<file path="config.mk">
export PLATFORM = sky130hd
export DESIGN_NAME = iso_channel
export DESIGN_NICKNAME = d
export VERILOG_FILES = /design/src/iso_pkg.sv /design/src/iso_sync.sv /design/src/iso_fifo.sv /design/src/iso_channel.sv
export SDC_FILE = /design/constraint.sdc
export NUM_CORES = 1
export LEC_CHECK = 0
export BUFFER_PORTS_ARGS = -buffer_cell sky130_fd_sc_hd__buf_2
export CAP_MARGIN = 15
export CORE_UTILIZATION = 55
export DETAILED_ROUTE_END_ITERATION = 8
export HOLD_SLACK_MARGIN = 0.15
export PLACE_DENSITY_LB_ADDON = 0.2
export REMOVE_ABC_BUFFERS = 1
export SYNTH_ARGS = -nofsm -noshare
export SYNTH_HDL_FRONTEND = slang
export SYNTH_SLANG_ARGS = --single-unit
</file>
<file path="constraint.sdc">
create_clock -name core_clk -period 2.1 [get_ports core_clk]
set_input_delay 0.42 -clock core_clk [delete_from_list [all_inputs] [get_ports core_clk]]
set_output_delay 0.42 -clock core_clk [all_outputs]
set_load 0.01 [all_outputs]
</file>
<file path="src/iso_pkg.sv">
// Purpose: Shared constants and types for the isolator channel model.
// Assumes: One core clock at 100 MHz; all timing derives from its period.
// Notes:   The refresh and watchdog counts are also top-level parameters so a bench can shorten them.

package iso_pkg;

  // ------------------------------------------------------------------
  // Clock and timing
  // ------------------------------------------------------------------
  localparam int CLK_PERIOD_NS   = 10;
  localparam int PULSE_WIDTH_NS  = 1;
  localparam int REFRESH_IDLE_NS = 140000;
  localparam int WATCHDOG_NS     = 200000;
  localparam int RESUME_NS       = 150000;

  // A pulse shorter than a clock period still lasts one whole cycle.
  localparam int PULSE_CYC   = (PULSE_WIDTH_NS + CLK_PERIOD_NS - 1) / CLK_PERIOD_NS;
  localparam int REFRESH_CYC = (REFRESH_IDLE_NS + CLK_PERIOD_NS - 1) / CLK_PERIOD_NS;
  localparam int WATCHDOG_CYC = (WATCHDOG_NS + CLK_PERIOD_NS - 1) / CLK_PERIOD_NS;
  localparam int RESUME_CYC  = RESUME_NS / CLK_PERIOD_NS;

  // ------------------------------------------------------------------
  // Structure
  // ------------------------------------------------------------------
  localparam int CNT_W        = 16;
  localparam int FIFO_DEPTH   = 8;
  localparam int DEC_GAP_CYC  = 2;
  localparam int SYNC_W       = 5;

  // Positions of the pin bundle fed through the synchroniser.
  localparam int PIN_DATA     = 0;
  localparam int PIN_DIS1     = 1;
  localparam int PIN_DIS2     = 2;
  localparam int PIN_PWR_IN   = 3;
  localparam int PIN_PWR_OUT  = 4;

  // Values after reset.
  localparam logic       DEFAULT_HIGH_RST = 1'b1;
  localparam logic [CNT_W-1:0] CNT_RST    = 16'h0000;

  // One crossing of the barrier: a set or a reset pulse.
  typedef struct packed {
    logic setPulse;
    logic resetPulse;
  } iso_pulse_s;

  localparam int PULSE_W = $bits(iso_pulse_s);

endpackage : iso_pkg

</file>
<file path="src/iso_sync.sv">
// Purpose: Two-flop synchroniser for a bundle of pin levels.
// Assumes: Each bit is an independent slow level.
// Notes:   Only the second stage may be read by other logic.

module iso_sync #(
  parameter int WIDTH = 1
) (
  // Clock and reset
  input  wire logic             core_clk,
  input  wire logic             sys_rst,
  // Pins and their synchronised copy
  input  wire logic [WIDTH-1:0] asyncIn,
  output logic      [WIDTH-1:0] syncOut
);

  logic [WIDTH-1:0] stage1_ff;
  logic [WIDTH-1:0] stage2_ff;

  always_ff @(posedge core_clk) begin
    if (sys_rst) begin
      stage1_ff <= '0;
      stage2_ff <= '0;
    end else begin
      stage1_ff <= asyncIn;
      stage2_ff <= stage1_ff;
    end
  end

  assign syncOut = stage2_ff;

endmodule // iso_sync

</file>
<file path="src/iso_fifo.sv">
// Purpose: Small synchronous FIFO between pulse encoder and decoder.
// Assumes: DEPTH is a power of two.
// Notes:   Full and empty are exact; read data come straight from storage flops.

module iso_fifo #(
  parameter int WIDTH = 2,
  parameter int DEPTH = 8
) (
  // Clock and reset
  input  wire logic             core_clk,
  input  wire logic             sys_rst,
  // Filling side
  input  wire logic             inValid,
  input  wire logic [WIDTH-1:0] inData,
  output logic                  inReady,
  // Draining side
  output logic                  outValid,
  output logic      [WIDTH-1:0] outData,
  input  wire logic             outReady
);

  localparam int AW = $clog2(DEPTH);

  logic [WIDTH-1:0] mem_ff [DEPTH];
  logic [AW:0]      wrPtr_ff;
  logic [AW:0]      rdPtr_ff;

  wire full  = (wrPtr_ff[AW] != rdPtr_ff[AW]) && (wrPtr_ff[AW-1:0] == rdPtr_ff[AW-1:0]);
  wire empty = (wrPtr_ff == rdPtr_ff);
  wire push  = inValid && !full;
  wire pop   = outReady && !empty;

  assign inReady  = !full;
  assign outValid = !empty;
  assign outData  = mem_ff[rdPtr_ff[AW-1:0]];

  always_ff @(posedge core_clk) begin
    if (push) begin
      mem_ff[wrPtr_ff[AW-1:0]] <= inData;
    end
  end

  always_ff @(posedge core_clk) begin
    if (sys_rst) begin
      wrPtr_ff <= '0;
      rdPtr_ff <= '0;
    end else begin
      wrPtr_ff <= wrPtr_ff + (AW+1)'(push);
      rdPtr_ff <= rdPtr_ff + (AW+1)'(pop);
    end
  end

endmodule // iso_fifo

</file>
<file path="src/iso_channel.sv">
// Purpose: One isolated channel: edge encoder, barrier buffer, bistable decoder.
// Assumes: All pins are asynchronous to core_clk and pass a two-flop synchroniser.
// Notes:   A barrier pulse is one clock cycle wide; the decoder takes one pulse
//          every DEC_GAP_CYC cycles, so bursts of edges queue in the FIFO.

module iso_channel #(
  parameter int   REFRESH_CYC  = iso_pkg::REFRESH_CYC,
  parameter int   WATCHDOG_CYC = iso_pkg::WATCHDOG_CYC,
  parameter logic DEFAULT_HIGH = iso_pkg::DEFAULT_HIGH_RST
) (
  // Clock and reset
  input  wire logic core_clk,
  input  wire logic sys_rst,
  // Input side pins
  input  wire logic chanAInput,
  input  wire logic side1RefreshDisable,
  input  wire logic inputSideSupply,
  // Output side pins
  input  wire logic side2RefreshDisable,
  input  wire logic outputSideSupply,
  output logic      chanAOutput,
  output logic      chanAOutputEn
);

  localparam int W = iso_pkg::CNT_W;
  localparam logic [W-1:0] REF_LAST = W'(REFRESH_CYC - 1);
  localparam logic [W-1:0] WD_TOP   = W'(WATCHDOG_CYC);
  localparam logic [W-1:0] GAP_LAST = W'(iso_pkg::DEC_GAP_CYC - 1);

  // ------------------------------------------------------------------
  // Pin synchronisation
  // ------------------------------------------------------------------
  logic [iso_pkg::SYNC_W-1:0] pinsSync;

  iso_sync #(
    .WIDTH (iso_pkg::SYNC_W)
  ) u_sync (
    .core_clk (core_clk),
    .sys_rst  (sys_rst),
    .asyncIn  ({outputSideSupply, inputSideSupply, side2RefreshDisable,
                side1RefreshDisable, chanAInput}),
    .syncOut  (pinsSync)
  );

  wire chanIn = pinsSync[iso_pkg::PIN_DATA];
  wire dis1   = pinsSync[iso_pkg::PIN_DIS1];
  wire dis2   = pinsSync[iso_pkg::PIN_DIS2];
  wire inPwr  = pinsSync[iso_pkg::PIN_PWR_IN];
  wire outPwr = pinsSync[iso_pkg::PIN_PWR_OUT];

  // ------------------------------------------------------------------
  // Input side: edge detect, refresh timer, pending pulse
  // ------------------------------------------------------------------
  logic           prevIn_ff;
  logic [W-1:0]   refCnt_ff;
  logic           pendValid_ff;
  logic           pendLevel_ff;
  logic           fifoInReady;

  wire inEdge     = inPwr && (chanIn != prevIn_ff);
  wire refreshDue = inPwr && !dis1 && !inEdge && (refCnt_ff == REF_LAST);
  wire launch     = inEdge || refreshDue;

  // refresh timer restart
  // Holding the timer at zero while unpowered means the first refresh after
  // power returns comes one full period later, which bounds the resume time.
  wire            refClear  = !inPwr || dis1 || launch;
  wire [W-1:0]    nxtRefCnt = refClear ? iso_pkg::CNT_RST : refCnt_ff + W'(1);

  // A newer pulse replaces one still waiting, so a full buffer never
  // reorders levels; only the latest level matters on the far side.
  wire nxtPendValid = inPwr && (launch || (pendValid_ff && !fifoInReady));
  wire nxtPendLevel = launch ? chanIn : pendLevel_ff;

  always_ff @(posedge core_clk) begin
    if (sys_rst) begin
      prevIn_ff    <= 1'b0;
      refCnt_ff    <= iso_pkg::CNT_RST;
      pendValid_ff <= 1'b0;
      pendLevel_ff <= 1'b0;
    end else begin
      prevIn_ff    <= chanIn;
      refCnt_ff    <= nxtRefCnt;
      pendValid_ff <= nxtPendValid;
      pendLevel_ff <= nxtPendLevel;
    end
  end

  // ------------------------------------------------------------------
  // Barrier buffer
  // ------------------------------------------------------------------
  iso_pkg::iso_pulse_s txPulse;
  iso_pkg::iso_pulse_s rxPulse;
  logic                fifoOutValid;
  logic                decReady;

  assign txPulse.setPulse   = pendLevel_ff;
  assign txPulse.resetPulse = !pendLevel_ff;

  iso_fifo #(
    .WIDTH (iso_pkg::PULSE_W),
    .DEPTH (iso_pkg::FIFO_DEPTH)
  ) u_fifo (
    .core_clk (core_clk),
    .sys_rst  (sys_rst),
    .inValid  (pendValid_ff),
    .inData   (txPulse),
    .inReady  (fifoInReady),
    .outValid (fifoOutValid),
    .outData  (rxPulse),
    .outReady (decReady)
  );

  // ------------------------------------------------------------------
  // Output side: decoder, watchdog, pin drive
  // ------------------------------------------------------------------
  logic           outPwrPrev_ff;
  logic [W-1:0]   gapCnt_ff;
  logic [W-1:0]   wdCnt_ff;
  logic           decodeState_ff;
  logic           outEn_ff;

  assign decReady = (gapCnt_ff == iso_pkg::CNT_RST);
  wire   popFire  = fifoOutValid && decReady;
  // Pulses that land while the output side is unpowered are lost.
  wire   rxGot    = popFire && outPwr && outPwrPrev_ff;
  wire   wdExpired = (wdCnt_ff == WD_TOP);

  wire [W-1:0] nxtGapCnt = popFire ? GAP_LAST :
                           (decReady ? gapCnt_ff : gapCnt_ff - W'(1));

  wire         wdClear  = !outPwr || dis2 || rxGot;
  wire [W-1:0] nxtWdCnt = wdClear ? iso_pkg::CNT_RST :
                          (wdExpired ? wdCnt_ff : wdCnt_ff + W'(1));

  // decoder next state
  // Power-up always starts at the default level; in low-power mode nothing
  // corrects it until the next input edge, which is the documented hazard.
  logic nxtDecodeState;
  always_comb begin
    if (!outPwr || !outPwrPrev_ff) begin
      nxtDecodeState = DEFAULT_HIGH;
    end else if (rxGot) begin
      nxtDecodeState = rxPulse.setPulse;
    end else if (wdExpired && !dis2) begin
      nxtDecodeState = DEFAULT_HIGH;
    end else begin
      nxtDecodeState = decodeState_ff;
    end
  end

  always_ff @(posedge core_clk) begin
    if (sys_rst) begin
      outPwrPrev_ff  <= 1'b0;
      gapCnt_ff      <= iso_pkg::CNT_RST;
      wdCnt_ff       <= iso_pkg::CNT_RST;
      decodeState_ff <= DEFAULT_HIGH;
      outEn_ff       <= 1'b0;
    end else begin
      outPwrPrev_ff  <= outPwr;
      gapCnt_ff      <= nxtGapCnt;
      wdCnt_ff       <= nxtWdCnt;
      decodeState_ff <= nxtDecodeState;
      outEn_ff       <= outPwr;
    end
  end

  assign chanAOutput   = decodeState_ff;
  assign chanAOutputEn = outEn_ff;
endmodule // iso_channel

</file>
After elaboration in Yosys (flattened, before gate mapping) --
Memory sizes are Yosys's and may differ from the RTL's. A register that Yosys moved wholly into a read port is not among the register bits. Cells that the tools add are included. W data, S select, Z words.
Storage, ports and cells: RAM bits 16, word-level logic and storage cells 67, memories kept 1, input port bits 7, register bits after elaboration 71, output and inout port bits 2
Cells by class: multiplexer cells 7, equality and inequality tests 7, reductions and logical operators 34, add/subtract/negate cells 5
Memories:
- u_fifo.mem_ff | depth 8, bits a word 2, read ports 1, clocked after memory_dff 1, write ports 1, line iso_fifo.sv:24 | logic [WIDTH-1:0] mem_ff [DEPTH];
Operators with widths (count):
- $add A16 B1 Y16 const B | 2
- $eq A16 B14 Y1 const B | 1
- $eq A16 B15 Y1 const B | 1
- $logic_not A16 Y1 | 1
- $sub A16 B1 Y16 const B | 1
- $logic_and A1 B1 Y1 | 12
- $logic_not A1 Y1 | 9
- $add A4 B1 Y4 | 2
- $reduce_or A2 Y1 | 4
- $logic_or A1 B1 Y1 | 7
- $mux W1 | 6
- $eq A4 B4 Y1 | 1
- $eq A3 B3 Y1 | 1
- $mux W3 | 1
- $ne A1 B1 Y1 | 2
- $ne A2 B1 Y1 const B | 1
- $reduce_bool A2 Y1 | 1

Longest topological paths before layout --
Gate-level depths: netlist of run 1.
depth after elaboration 8, depth in mapped cells 10, mapped depth without buffers 9

Modules after synthesis --
From an unflattened synthesis of run 1, not the netlist that was laid out.
Second synthesis, totals: cell total of the unflattened synthesis 375, area, all modules 3891.2 µm²
By module, submodules not included:
- iso_channel | seq. area each 1061.0 µm², instances 1, area each 2547.4 µm², cells each 283
- iso_fifo | seq. area each 640.6 µm², instances 1, area each 1081.0 µm², cells each 72
- iso_sync | seq. area each 200.2 µm², instances 1, area each 262.8 µm², cells each 20

Worst setup path after synthesis of run 1 --
No wires, ideal clock.
kind register to register, start reg refCnt_ff[14], end reg pendLevel_ff, slack 53 ps, clock period less this slack 2047 ps, library setup time 121 ps, buffers on the path 0, cell stages (with the launch flop) 5, data required time 1979 ps, arrival 1927 ps, cell sequence dfxtp_1 -> or4_1 -> or4_4 -> o21ai_0 -> mux2_2
On the way: cells in the longest elaborated chain, start to end 3
RTL lines:
- start: declaration | line iso_channel.sv:55 | logic [W-1:0] refCnt_ff;
- start signal: assignment | line iso_channel.sv:78 | refCnt_ff <= iso_pkg::CNT_RST;
- start signal: assignment | line iso_channel.sv:83 | refCnt_ff <= nxtRefCnt;
- $eq A16 B14 Y1 | line iso_channel.sv:61 | wire refreshDue = inPwr && !dis1 && !inEdge && (refCnt_ff == REF_LAST);
- $logic_and A1 B1 Y1 | line iso_channel.sv:61
- $logic_or A1 B1 Y1 | line iso_channel.sv:62 | wire launch = inEdge || refreshDue;
- end signal: assignment | line iso_channel.sv:85 | pendLevel_ff <= nxtPendLevel;
- end: declaration | line iso_channel.sv:57 | logic pendLevel_ff;
No other way between the ends. A chain may end at the register's enable or synchronous reset.

Worst setup path in the final report of run 1 --
Ends and elaborated chain as after synthesis.

==> results of run 1 <==
## synth_stat cells, types with 10 or more instances
library cell	number	area, um2
dfxtp_1	71	1420
a21oi_1	20	100
xor2_1	16	140
nor2_1	51	191
inv_1	13	48.8
xnor2_1	17	149
nand2_1	14	52.6
nand4_1	10	62.6
nor2b_1	17	106
nand3_1	13	65.1
or4_1	12	90.1
## worst max-delay path, cell delays in order (launching register included)
cell     delay (ns)
dfxtp_1        0.31
or4_1          0.52
or4_4          0.57
o21ai_1        0.19
mux2_2         0.35
## final timing paths
path | startpoint | end | slack, ns | cells after the start
setup / recovery | refCnt_ff[14] | pendLevel_ff | 0.04 | 4
hold / removal | outputSideSupply | u_sync.stage1_ff[4] | 0.28 | 2
hold reg to reg | u_sync.stage1_ff[2] | u_sync.syncOut[2] | 0.44 | 1
setup reg to reg | refCnt_ff[14] | pendLevel_ff | 0.04 | 4
## per-stage QoR
step,cells,setup slack [ns],instance area (um2),hold slack (ns)
2_1_floorplan,359,-0.155,3490,0.414
3_3_place_gp,464,0.00847,3800,0.420
3_5_place_dp,464,-0.0320,3800,0.423
4_1_cts,480,0.0326,3990,0.268
5_1_grt,480,-0.0213,4000,0.270
6_report,480,0.0369,4000,0.280
## cells by family after synthesis
logic type	share of synthesized area
xor+xnor	0.0820
mux	0.0216
buf+inv	0.0238
fa+ha+maj	0.0284
compound gates	0.0937
flops	0.471
simple gates	0.279
## sequential cells by signal, summed over array words and instances, names as in the netlist, 4 cells and up
register / count
u_fifo.rdPtr_ff: 4
u_sync.stage1_ff: 5
refCnt_ff: 16
wdCnt_ff: 16
gapCnt_ff: 16
u_fifo.wrPtr_ff: 4
u_sync.syncOut: 5
u_fifo.mem_ff: 8
## per-layer routing
metal  vias up  GRT usage
li1       1389          -
met1      1269      0.263
met2        36      0.351
met3        11     0.0633
met4         0     0.0789
met5         -          0
## power by group
group | switching [mW] | internal [mW]
clock | 0.524 | 0.582
sequential | 0.144 | 1.65
combinational | 0.565 | 0.556
## cell type report
cell class                      count  share of cell area
Multi-Input combinational cell    267               0.447
Clock buffer                       13              0.0372
Inverter                           13              0.0122
Clock inverter                      3              0.0103
Timing Repair Buffer               30              0.0544
Tap cell                           75              0.0235
Sequential cell                    79               0.416
## placed cells by master, fill, tap and decap left out, types with 4 or more instances in the layout
| cell type | n |
|---|---|
| nand3_1 | 13 |
| buf_4 | 21 |
| nand4_1 | 10 |
| xor2_1 | 16 |
| buf_2 | 8 |
| nand2b_1 | 7 |
| nor4_1 | 8 |
| nor2_1 | 51 |
| a21oi_1 | 20 |
| nor2b_1 | 17 |
| o21ai_0 | 7 |
| nand2_1 | 14 |
| nor3_1 | 4 |
| edfxtp_1 | 8 |
| xnor2_1 | 17 |
| or4_1 | 12 |
| or3_1 | 6 |
| inv_1 | 13 |
| dfxtp_1 | 71 |
| o31ai_1 | 7 |
| clkbuf_8 | 10 |
| ha_1 | 8 |
## timing repair
action	4_1_cts	5_1_grt
setup buffers	0	0
cloned	0	0
setup endpoints to repair	1	21
resized for setup	1	1
hold endpoints to repair	0	0
==> flow_metrics.py, run 1 <==
metrics = {
    "layout": {
        "nNetsFinal": 415,
        "fill_cells": 494,
        "area_growth_pct": 13.4,
        "drive_gt1_frac": 0.160,
        "multiInputGateArea_um2": 1790,
        "seq_area_um2": 1660,
        "final_core_util": 0.660,
        "n_antenna_cell": 0,
    },
    "synth": {
        "ys.warnings.count": 0,
        "synth_top_flop_cell": "dfxtp_1",
        "netlist_area_um2": 3530,
        "syn_inst": 367,
        "yosysUniqueCellTypes": 54,
        "avgSynthCellArea_um2": 9.61,
        "synthArstFlopShare": 0,
        "synth_edf_count": 8,
        "ys_ff_latch": 79,
        "yosysSeqAreaShare": 0.471,
    },
    "floorplanning": {
        "dieWidth_um": 82.1,
        "num_rows": 28,
        "die_area_um2": 6730,
        "coreArea_um2": 6060,
        "die_h_um": 82.1,
        "start_util": 0.582,
        "io_pins": 9,
    },
    "power": {
        "p_per_area_nw_per_um2": 1010,
        "total_power_mw": 4.02,
        "p_leak_nw": 1.41,
        "ir_drop_uv": 924,
    },
    "global_routing": {
        "grt_pass1_wl_mm": 10.8,
        "grt_antenna_before_repair": 0,
        "track_usage": 0.214,
        "overflow": 0,
        "grt_start_max_net_pins": 17,
        "first_global_vias": 2464,
    },
    "setup_path": {
        "arrival_ns": 2.30,
        "endpoint_kind": "register",
        "worstSetupStartpointType": "register",
        "worstSetupPathType": "reg2reg",
        "critPathMaxFanout": 2,
        "cp.required_ns": 2.34,
    },
    "timing": {
        "max_slew.worst_pin.slew_ns": 0.394,
        "slew_viol_final": 0,
        "slew_headroom": 0.735,
        "fmax_mhz": 485,
        "skew_ns": 0.00937,
        "final.period_utilization": 0.982,
        "fin_crit_ns": 2.06,
        "setup_tns_ns": 0,
        "setup_violations": 0,
        "hold_violations": 0,
    },
    "cts": {
        "cts_tree": "done",
        "cts.sinks": 79,
        "cts_buffers": 9,
        "clk_latency_ns": 0.35,
        "clkTransAtPathRegs_ns": 0.08,
        "cts_htree_levels": 3,
        "clk_path_buf_depth": 2,
        "cts-root-buf": "clkbuf_8",
        "hold_buffers": 0,
    },
    "placed_design": {
        "gp_congestion": 0.757,
        "io_buffer_count": 8,
        "dp_hpwl_mm": 4.41,
    },
    "drt": {
        "top_layer": "met4",
        "dr.first_iter.drc_count": 155,
        "drt-total-wl_mm": 6.40,
        "wl_met2_mm": 3.10,
        "ant_nets": 0,
        "first_pass_iters": 4,
        "wl_met1_mm": 3.00,
        "avgRoutedWirePerCell_um": 13.3,
        "vias": 2705,
        "routed_via_density": 5.64,
        "routed-wl-met3_um": 213,
        "drc_errors": 0,
    },
    "status": {
        "status": "completed",
    },
    "flow_run": {
        "cap_violations": 0,
    },
    "hold_path": {
        "min_path_type": "in2reg",
    },
}
Power figures use the tool's default switching activity.
==> run 2, diff against run 1 <==
--- a/config.mk
+++ b/config.mk
@@ -5,9 +5,10 @@
 export SDC_FILE = /design/constraint.sdc
 export NUM_CORES = 1
 export LEC_CHECK = 0
+export ABC_AREA = 1
 export BUFFER_PORTS_ARGS = -buffer_cell sky130_fd_sc_hd__buf_2
 export CAP_MARGIN = 15
-export CORE_UTILIZATION = 55
+export CORE_UTILIZATION = 56
 export DETAILED_ROUTE_END_ITERATION = 8
 export HOLD_SLACK_MARGIN = 0.15
 export PLACE_DENSITY_LB_ADDON = 0.2
==> run 2 against run 1 <==
The flow now finishes with violations (DRC). Worst setup slack better by 0.31 ns. Maximum frequency up 18%. Sequential power down 2%. Non-clock buffer count down 19. Synthesized cell count up 40%. Register-to-register slack better by 0.31 ns. Critical endpoint is now u_fifo.wrPtr_ff[2].
==> flow_metrics.py, run 2 <==
metrics = {
    "status": {
        "status": "complete, but fails checks",
        "failed_checks": "DRC",
    },
    "floorplanning": {
        "coreArea_um2": 6460,
        "die_h_um": 84.4,
        "start_util": 0.589,
        "die_area_um2": 7130,
        "dieWidth_um": 84.4,
        "io_pins": 9,
        "num_rows": 29,
    },
    "cts": {
        "cts_htree_levels": 3,
        "cts-root-buf": "clkbuf_8",
        "clk_path_buf_depth": 2,
        "cts.sinks": 79,
        "cts_buffers": 9,
        "hold_buffers": 0,
        "clk_latency_ns": 0.35,
        "clkTransAtPathRegs_ns": 0.08,
        "postCtsSetupRepairBufs": 0,
        "cts_resized": 0,
        "cts_tree": "done",
    },
    "drt": {
        "vias": 3022,
        "ant_nets": 0,
        "drt-total-wl_mm": 6.75,
        "avgRoutedWirePerCell_um": 11.0,
        "first_pass_iters": 6,
        "routed_via_density": 4.95,
        "drc_errors": 3,
        "dr.first_iter.drc_count": 134,
    },
    "synth": {
        "yosysMostFrequentCell": "nor2_1",
        "avgSynthCellArea_um2": 7.40,
        "synthTopCellsByArea": "dfxtp_1 (37%), nor2_1 (11%), nand2_1 (10%), inv_1 (7.1%), edfxtp_1 (6.3%)",
        "ys_ff_latch": 79,
        "ys.warnings.count": 0,
        "syn_inst": 514,
        "yosysSeqAreaShare": 0.437,
        "netlist_area_um2": 3800,
        "synth-compound-area-share": 0.0352,
        "synth_edf_count": 8,
        "yosys.area.top_type": "dfxtp_1",
        "synth_commonest_cells": "nor2_1 (111), nand2_1 (101), inv_1 (72), dfxtp_1 (71), xor2_1 (24)",
        "yosysUniqueCellTypes": 30,
        "synth_simple_gate_area_frac": 0.331,
        "synth_top_family_by_area": "simple AND/OR/NAND/NOR gates",
        "yosysTopAreaCellShare": 0.374,
        "synth_fa_ha_area_frac": 0.0263,
        "synth_xor_area_frac": 0.0829,
        "synthMuxAreaShare": 0,
        "synthArstFlopShare": 0,
        "synth_top_flop_cell": "dfxtp_1",
    },
    "global_routing": {
        "grt_antenna_before_repair": 0,
        "track_usage": 0.208,
        "grt_start_max_net_pins": 17,
        "overflow": 0,
        "grt_pass1_wl_mm": 11.8,
        "first_global_vias": 2746,
    },
    "placed_design": {
        "gp_congestion": 0.863,
        "preCtsSetupSlack_ns": 0.347,
        "io_buffer_count": 8,
        "dp_hpwl_mm": 4.92,
        "dpl_cell_area_um2": 3900,
    },
    "layout": {
        "nNetsFinal": 544,
        "n_antenna_cell": 0,
        "final_common_cell": "nor2_1",
        "fill_cells": 569,
        "top_regs": "gapCnt_ff (16), refCnt_ff (16), wdCnt_ff (16)",
        "area_growth_pct": 7.37,
        "final_cell_mix": "nor2_1 (111), nand2_1 (101), inv_1 (72), dfxtp_1 (71), xor2_1 (24)",
        "drive_gt1_frac": 0.0974,
        "stdcell_area_um2": 4080,
    },
    "setup_path": {
        "critPathMaxFanout": 6,
        "worstSetupStartpointType": "register",
        "arrival_ns": 2.00,
        "cp.required_ns": 2.35,
        "endpoint_kind": "register",
        "worstSetupPathType": "reg2reg",
    },
    "power": {
        "p_leak_nw": 1.68,
        "ir_drop_uv": 794,
        "p_per_area_nw_per_um2": 969,
    },
    "timing": {
        "max_slew.worst_pin.slew_ns": 0.508,
        "rsz0062_at_grt": "no",
        "setup_tns_ns": 0,
        "final.period_utilization": 0.835,
        "hold_violations": 0,
        "fin_crit_ns": 1.75,
        "setup_ws_ns": 0.347,
        "slew_headroom": 0.661,
        "skew_ns": 0.00900,
        "slew_viol_final": 0,
        "fmax_mhz": 571,
        "setup_violations": 0,
    },
    "hold_path": {
        "min_path_type": "in2reg",
    },
    "flow_run": {
        "cap_violations": 0,
    },
}
==> run 2: final timing paths <==
kind                                       endpoint                start  slack, ns  cells after the start
worst min register to register    u_sync.syncOut[0]  u_sync.stage1_ff[0]       0.39                      2
worst min-delay path            u_sync.stage1_ff[3]      inputSideSupply       0.26                      3
worst max register to register   u_fifo.wrPtr_ff[2]   u_fifo.rdPtr_ff[1]       0.35                     10
worst max-delay path             u_fifo.wrPtr_ff[2]   u_fifo.rdPtr_ff[1]       0.35                     10
==> run 2: logic make-up after synthesis <==
kind of cell / Yosys count
AOI/OAI and AO/OA: 25
xor gates and xnor gates: 36
adders and majority gates: 8
buffers and inverters: 80
DFF: 79
and+or+nand+nor: 286
==> run 2: final cells by class <==
cell class                 instances  area [um2]  area share
clock buffer                      12         135      0.0331
clock inverter                     4        46.3      0.0113
inverter                          73         274      0.0671
multi-input combinational        355        1810       0.443
sequential                        79        1660       0.407
tap                               77        96.3      0.0236
timing repair buffer              11        62.6      0.0153
==> run 2: power by group <==
group	switching [mW]	total, mW	internal [mW]	leakage [nW]
combinational	0.704	1.14	0.433	0.938
sequential	0.103	1.75	1.64	0.650
clock	0.530	1.07	0.545	0.0880
==> run 2: through the flow <==
stage	util	instances	power, mW	hold slack [ns]
floorplan	-	507	2.70	0.388
global placement	0.604	595	2.89	0.393
detailed placement	0.604	595	2.91	0.395
CTS	0.632	611	4.00	0.249
global route	0.632	611	4.25	0.252
finish	0.632	611	3.96	0.260
==> run 2: layer usage <==
metal,global-route usage,wire (um)
met1,0.272,3480
met2,0.326,2930
met3,0.0551,190
met4,0.0924,139
met5,0,0
==> run 2: critical path, stage by stage, from the launching register on <==
cell     delay (ns)
dfxtp_1        0.36
inv_1          0.15
nand2_1        0.07
nand2_1        0.06
nand2_1        0.09
nor3_1         0.22
nor2_1         0.11
ha_1           0.22
ha_1           0.19
xnor2_1        0.14
nor2_1         0.05
==> run 3, diff against run 2 <==
--- a/config.mk
+++ b/config.mk
@@ -8,7 +8,7 @@
 export ABC_AREA = 1
 export BUFFER_PORTS_ARGS = -buffer_cell sky130_fd_sc_hd__buf_2
 export CAP_MARGIN = 15
-export CORE_UTILIZATION = 56
+export CORE_UTILIZATION = 62
 export DETAILED_ROUTE_END_ITERATION = 8
 export HOLD_SLACK_MARGIN = 0.15
 export PLACE_DENSITY_LB_ADDON = 0.2
==> constraint.sdc (replaced) <==
create_clock -name core_clk -period 1.8 [get_ports core_clk]
set_input_delay 0.36 -clock core_clk [delete_from_list [all_inputs] [get_ports core_clk]]
set_output_delay 0.36 -clock core_clk [all_outputs]
set_load 0.01 [all_outputs]
==> run 3 against run 2 <==
The flow now finishes without violations. Wire length up 3.7%. Highest routed layer unchanged. Final cell count is 0.33% higher. Sequential power rose by 16%.
==> flow_metrics.py, run 3 (same netlist as run 2, synthesis figures left out) <==
metrics = {
    "status": {
        "status": "completed",
    },
    "placed_design": {
        "dp_hpwl_mm": 5.02,
        "preCtsSetupSlack_ns": -0.00581,
        "gp_congestion": 0.890,
        "io_buffer_count": 8,
        "dp_cells": 597,
    },
    "layout": {
        "n_antenna_cell": 0,
        "fin_cells": 613,
        "final_cell_mix": "nor2_1 (111), nand2_1 (101), inv_1 (70), dfxtp_1 (67), xor2_1 (24)",
        "final_common_cell": "nor2_1",
        "nNetsFinal": 548,
        "drive_gt1_frac": 0.125,
        "final_core_util": 0.710,
        "top_regs": "gapCnt_ff (16), refCnt_ff (16), wdCnt_ff (16)",
        "area_growth_pct": 10.6,
    },
    "timing": {
        "fmax_mhz": 585,
        "slew_viol_final": 0,
        "rsz0062_at_grt": "no",
        "fin_crit_ns": 1.71,
        "setup_tns_ns": 0,
        "setup_violations": 0,
        "setup_ws_ns": 0.0912,
        "max_slew.worst_pin.slew_ns": 0.284,
        "skew_ns": 0.00827,
        "hold_violations": 0,
        "slew_headroom": 0.809,
        "final.period_utilization": 0.949,
    },
    "floorplanning": {
        "dieWidth_um": 80.3,
        "start_util": 0.642,
        "die_h_um": 80.3,
        "num_rows": 28,
        "io_pins": 9,
        "coreArea_um2": 5920,
        "die_area_um2": 6450,
    },
    "cts": {
        "cts.sinks": 79,
        "cts_htree_levels": 3,
        "clkTransAtPathRegs_ns": 0.08,
        "cts_tree": "done",
        "postCtsSetupRepairBufs": 0,
        "clk_latency_ns": 0.35,
        "cts-root-buf": "clkbuf_8",
        "hold_buffers": 0,
        "clk_path_buf_depth": 2,
        "cts_buffers": 9,
    },
    "drt": {
        "dr.first_iter.drc_count": 176,
        "avgRoutedWirePerCell_um": 11.4,
        "routed_via_density": 5.08,
        "vias": 3113,
        "drt-total-wl_mm": 6.99,
        "ant_nets": 0,
        "drc_errors": 0,
        "first_pass_iters": 4,
    },
    "setup_path": {
        "rrSetupSlack_ns": 0.09,
        "worstSetupPathType": "reg2reg",
        "endpoint_kind": "register",
        "worstSetupStartpointType": "register",
        "arrival_ns": 1.95,
        "rr_worst_depth": 8,
        "rr_startpoint": "u_fifo.wrPtr_ff[0]",
        "critPathMaxFanout": 5,
        "cp.required_ns": 2.04,
        "r2r_end": "u_fifo.wrPtr_ff[2]",
    },
    "global_routing": {
        "grt_antenna_before_repair": 0,
        "track_usage": 0.248,
        "overflow": 0,
        "grt_start_max_net_pins": 17,
        "grt_pass1_wl_mm": 12.5,
        "first_global_vias": 3071,
    },
    "power": {
        "ir_drop_uv": 905,
        "p_leak_nw": 1.74,
        "total_power_mw": 5.07,
        "p_per_area_nw_per_um2": 1210,
    },
    "hold_path": {
        "min_path_type": "in2reg",
        "min_from": "inputSideSupply",
        "hold_path_depth": 3,
        "hold_end": "u_sync.stage1_ff[3]",
    },
    "flow_run": {
        "cap_violations": 0,
    },
}
[run 3: cell type report]
type,instances,area (um2)
Fill cell,482,1720
Timing Repair Buffer,15,92.6
Inverter,73,274
Multi-Input combinational cell,355,1820
Clock inverter,6,133
Clock buffer,10,128
Sequential cell,79,1670
Tap cell,75,93.8
[run 3: stage by stage]
step | hold slack, ns | instance area, um2
2_1_floorplan | 0.388 | 3740
3_3_place_gp | 0.390 | 3930
3_5_place_dp | 0.401 | 3930
4_1_cts | 0.205 | 4200
5_1_grt | 0.217 | 4210
6_report | 0.209 | 4210
[run 3: per-layer routing]
layer  GRT usage  routed length (um)
met1       0.290                3200
met3      0.0409                 209
met5           0                   0
met2       0.436                3410
met4       0.121                 176
[run 3: repair_timing]
item | CTS | global route
endpoints found under the setup margin | 1 | 20
resized for setup | 1 | 7
cloned | 0 | 0
[run 3: worst max path at each step]
stage / endpoint / start / depth (start not counted)
after global placement: u_fifo.wrPtr_ff[2] / u_fifo.rdPtr_ff[1] / 10
after global routing: u_fifo.wrPtr_ff[2] / u_fifo.wrPtr_ff[1] / 10
final: u_fifo.wrPtr_ff[2] / u_fifo.wrPtr_ff[0] / 8
after floorplan: u_fifo.wrPtr_ff[2] / u_fifo.rdPtr_ff[0] / 8
after detailed placement: u_fifo.wrPtr_ff[2] / u_fifo.rdPtr_ff[1] / 10
after CTS: u_fifo.rdPtr_ff[2] / u_fifo.wrPtr_ff[1] / 10
[run 3: worst max-delay path, stage by stage (launching register included)]
cell	delay, ns
dfxtp_1	0.43
xnor2_1	0.16
nand2_1	0.11
nor3_2	0.16
nor2_1	0.10
ha_1	0.22
ha_1	0.20
xnor2_1	0.16
nor2_1	0.06
[run 3: report_power, final]
group,switching (mW),total (mW),internal [mW]
clock network,0.639,1.70,1.06
logic,0.821,1.34,0.518
registers,0.115,2.03,1.92
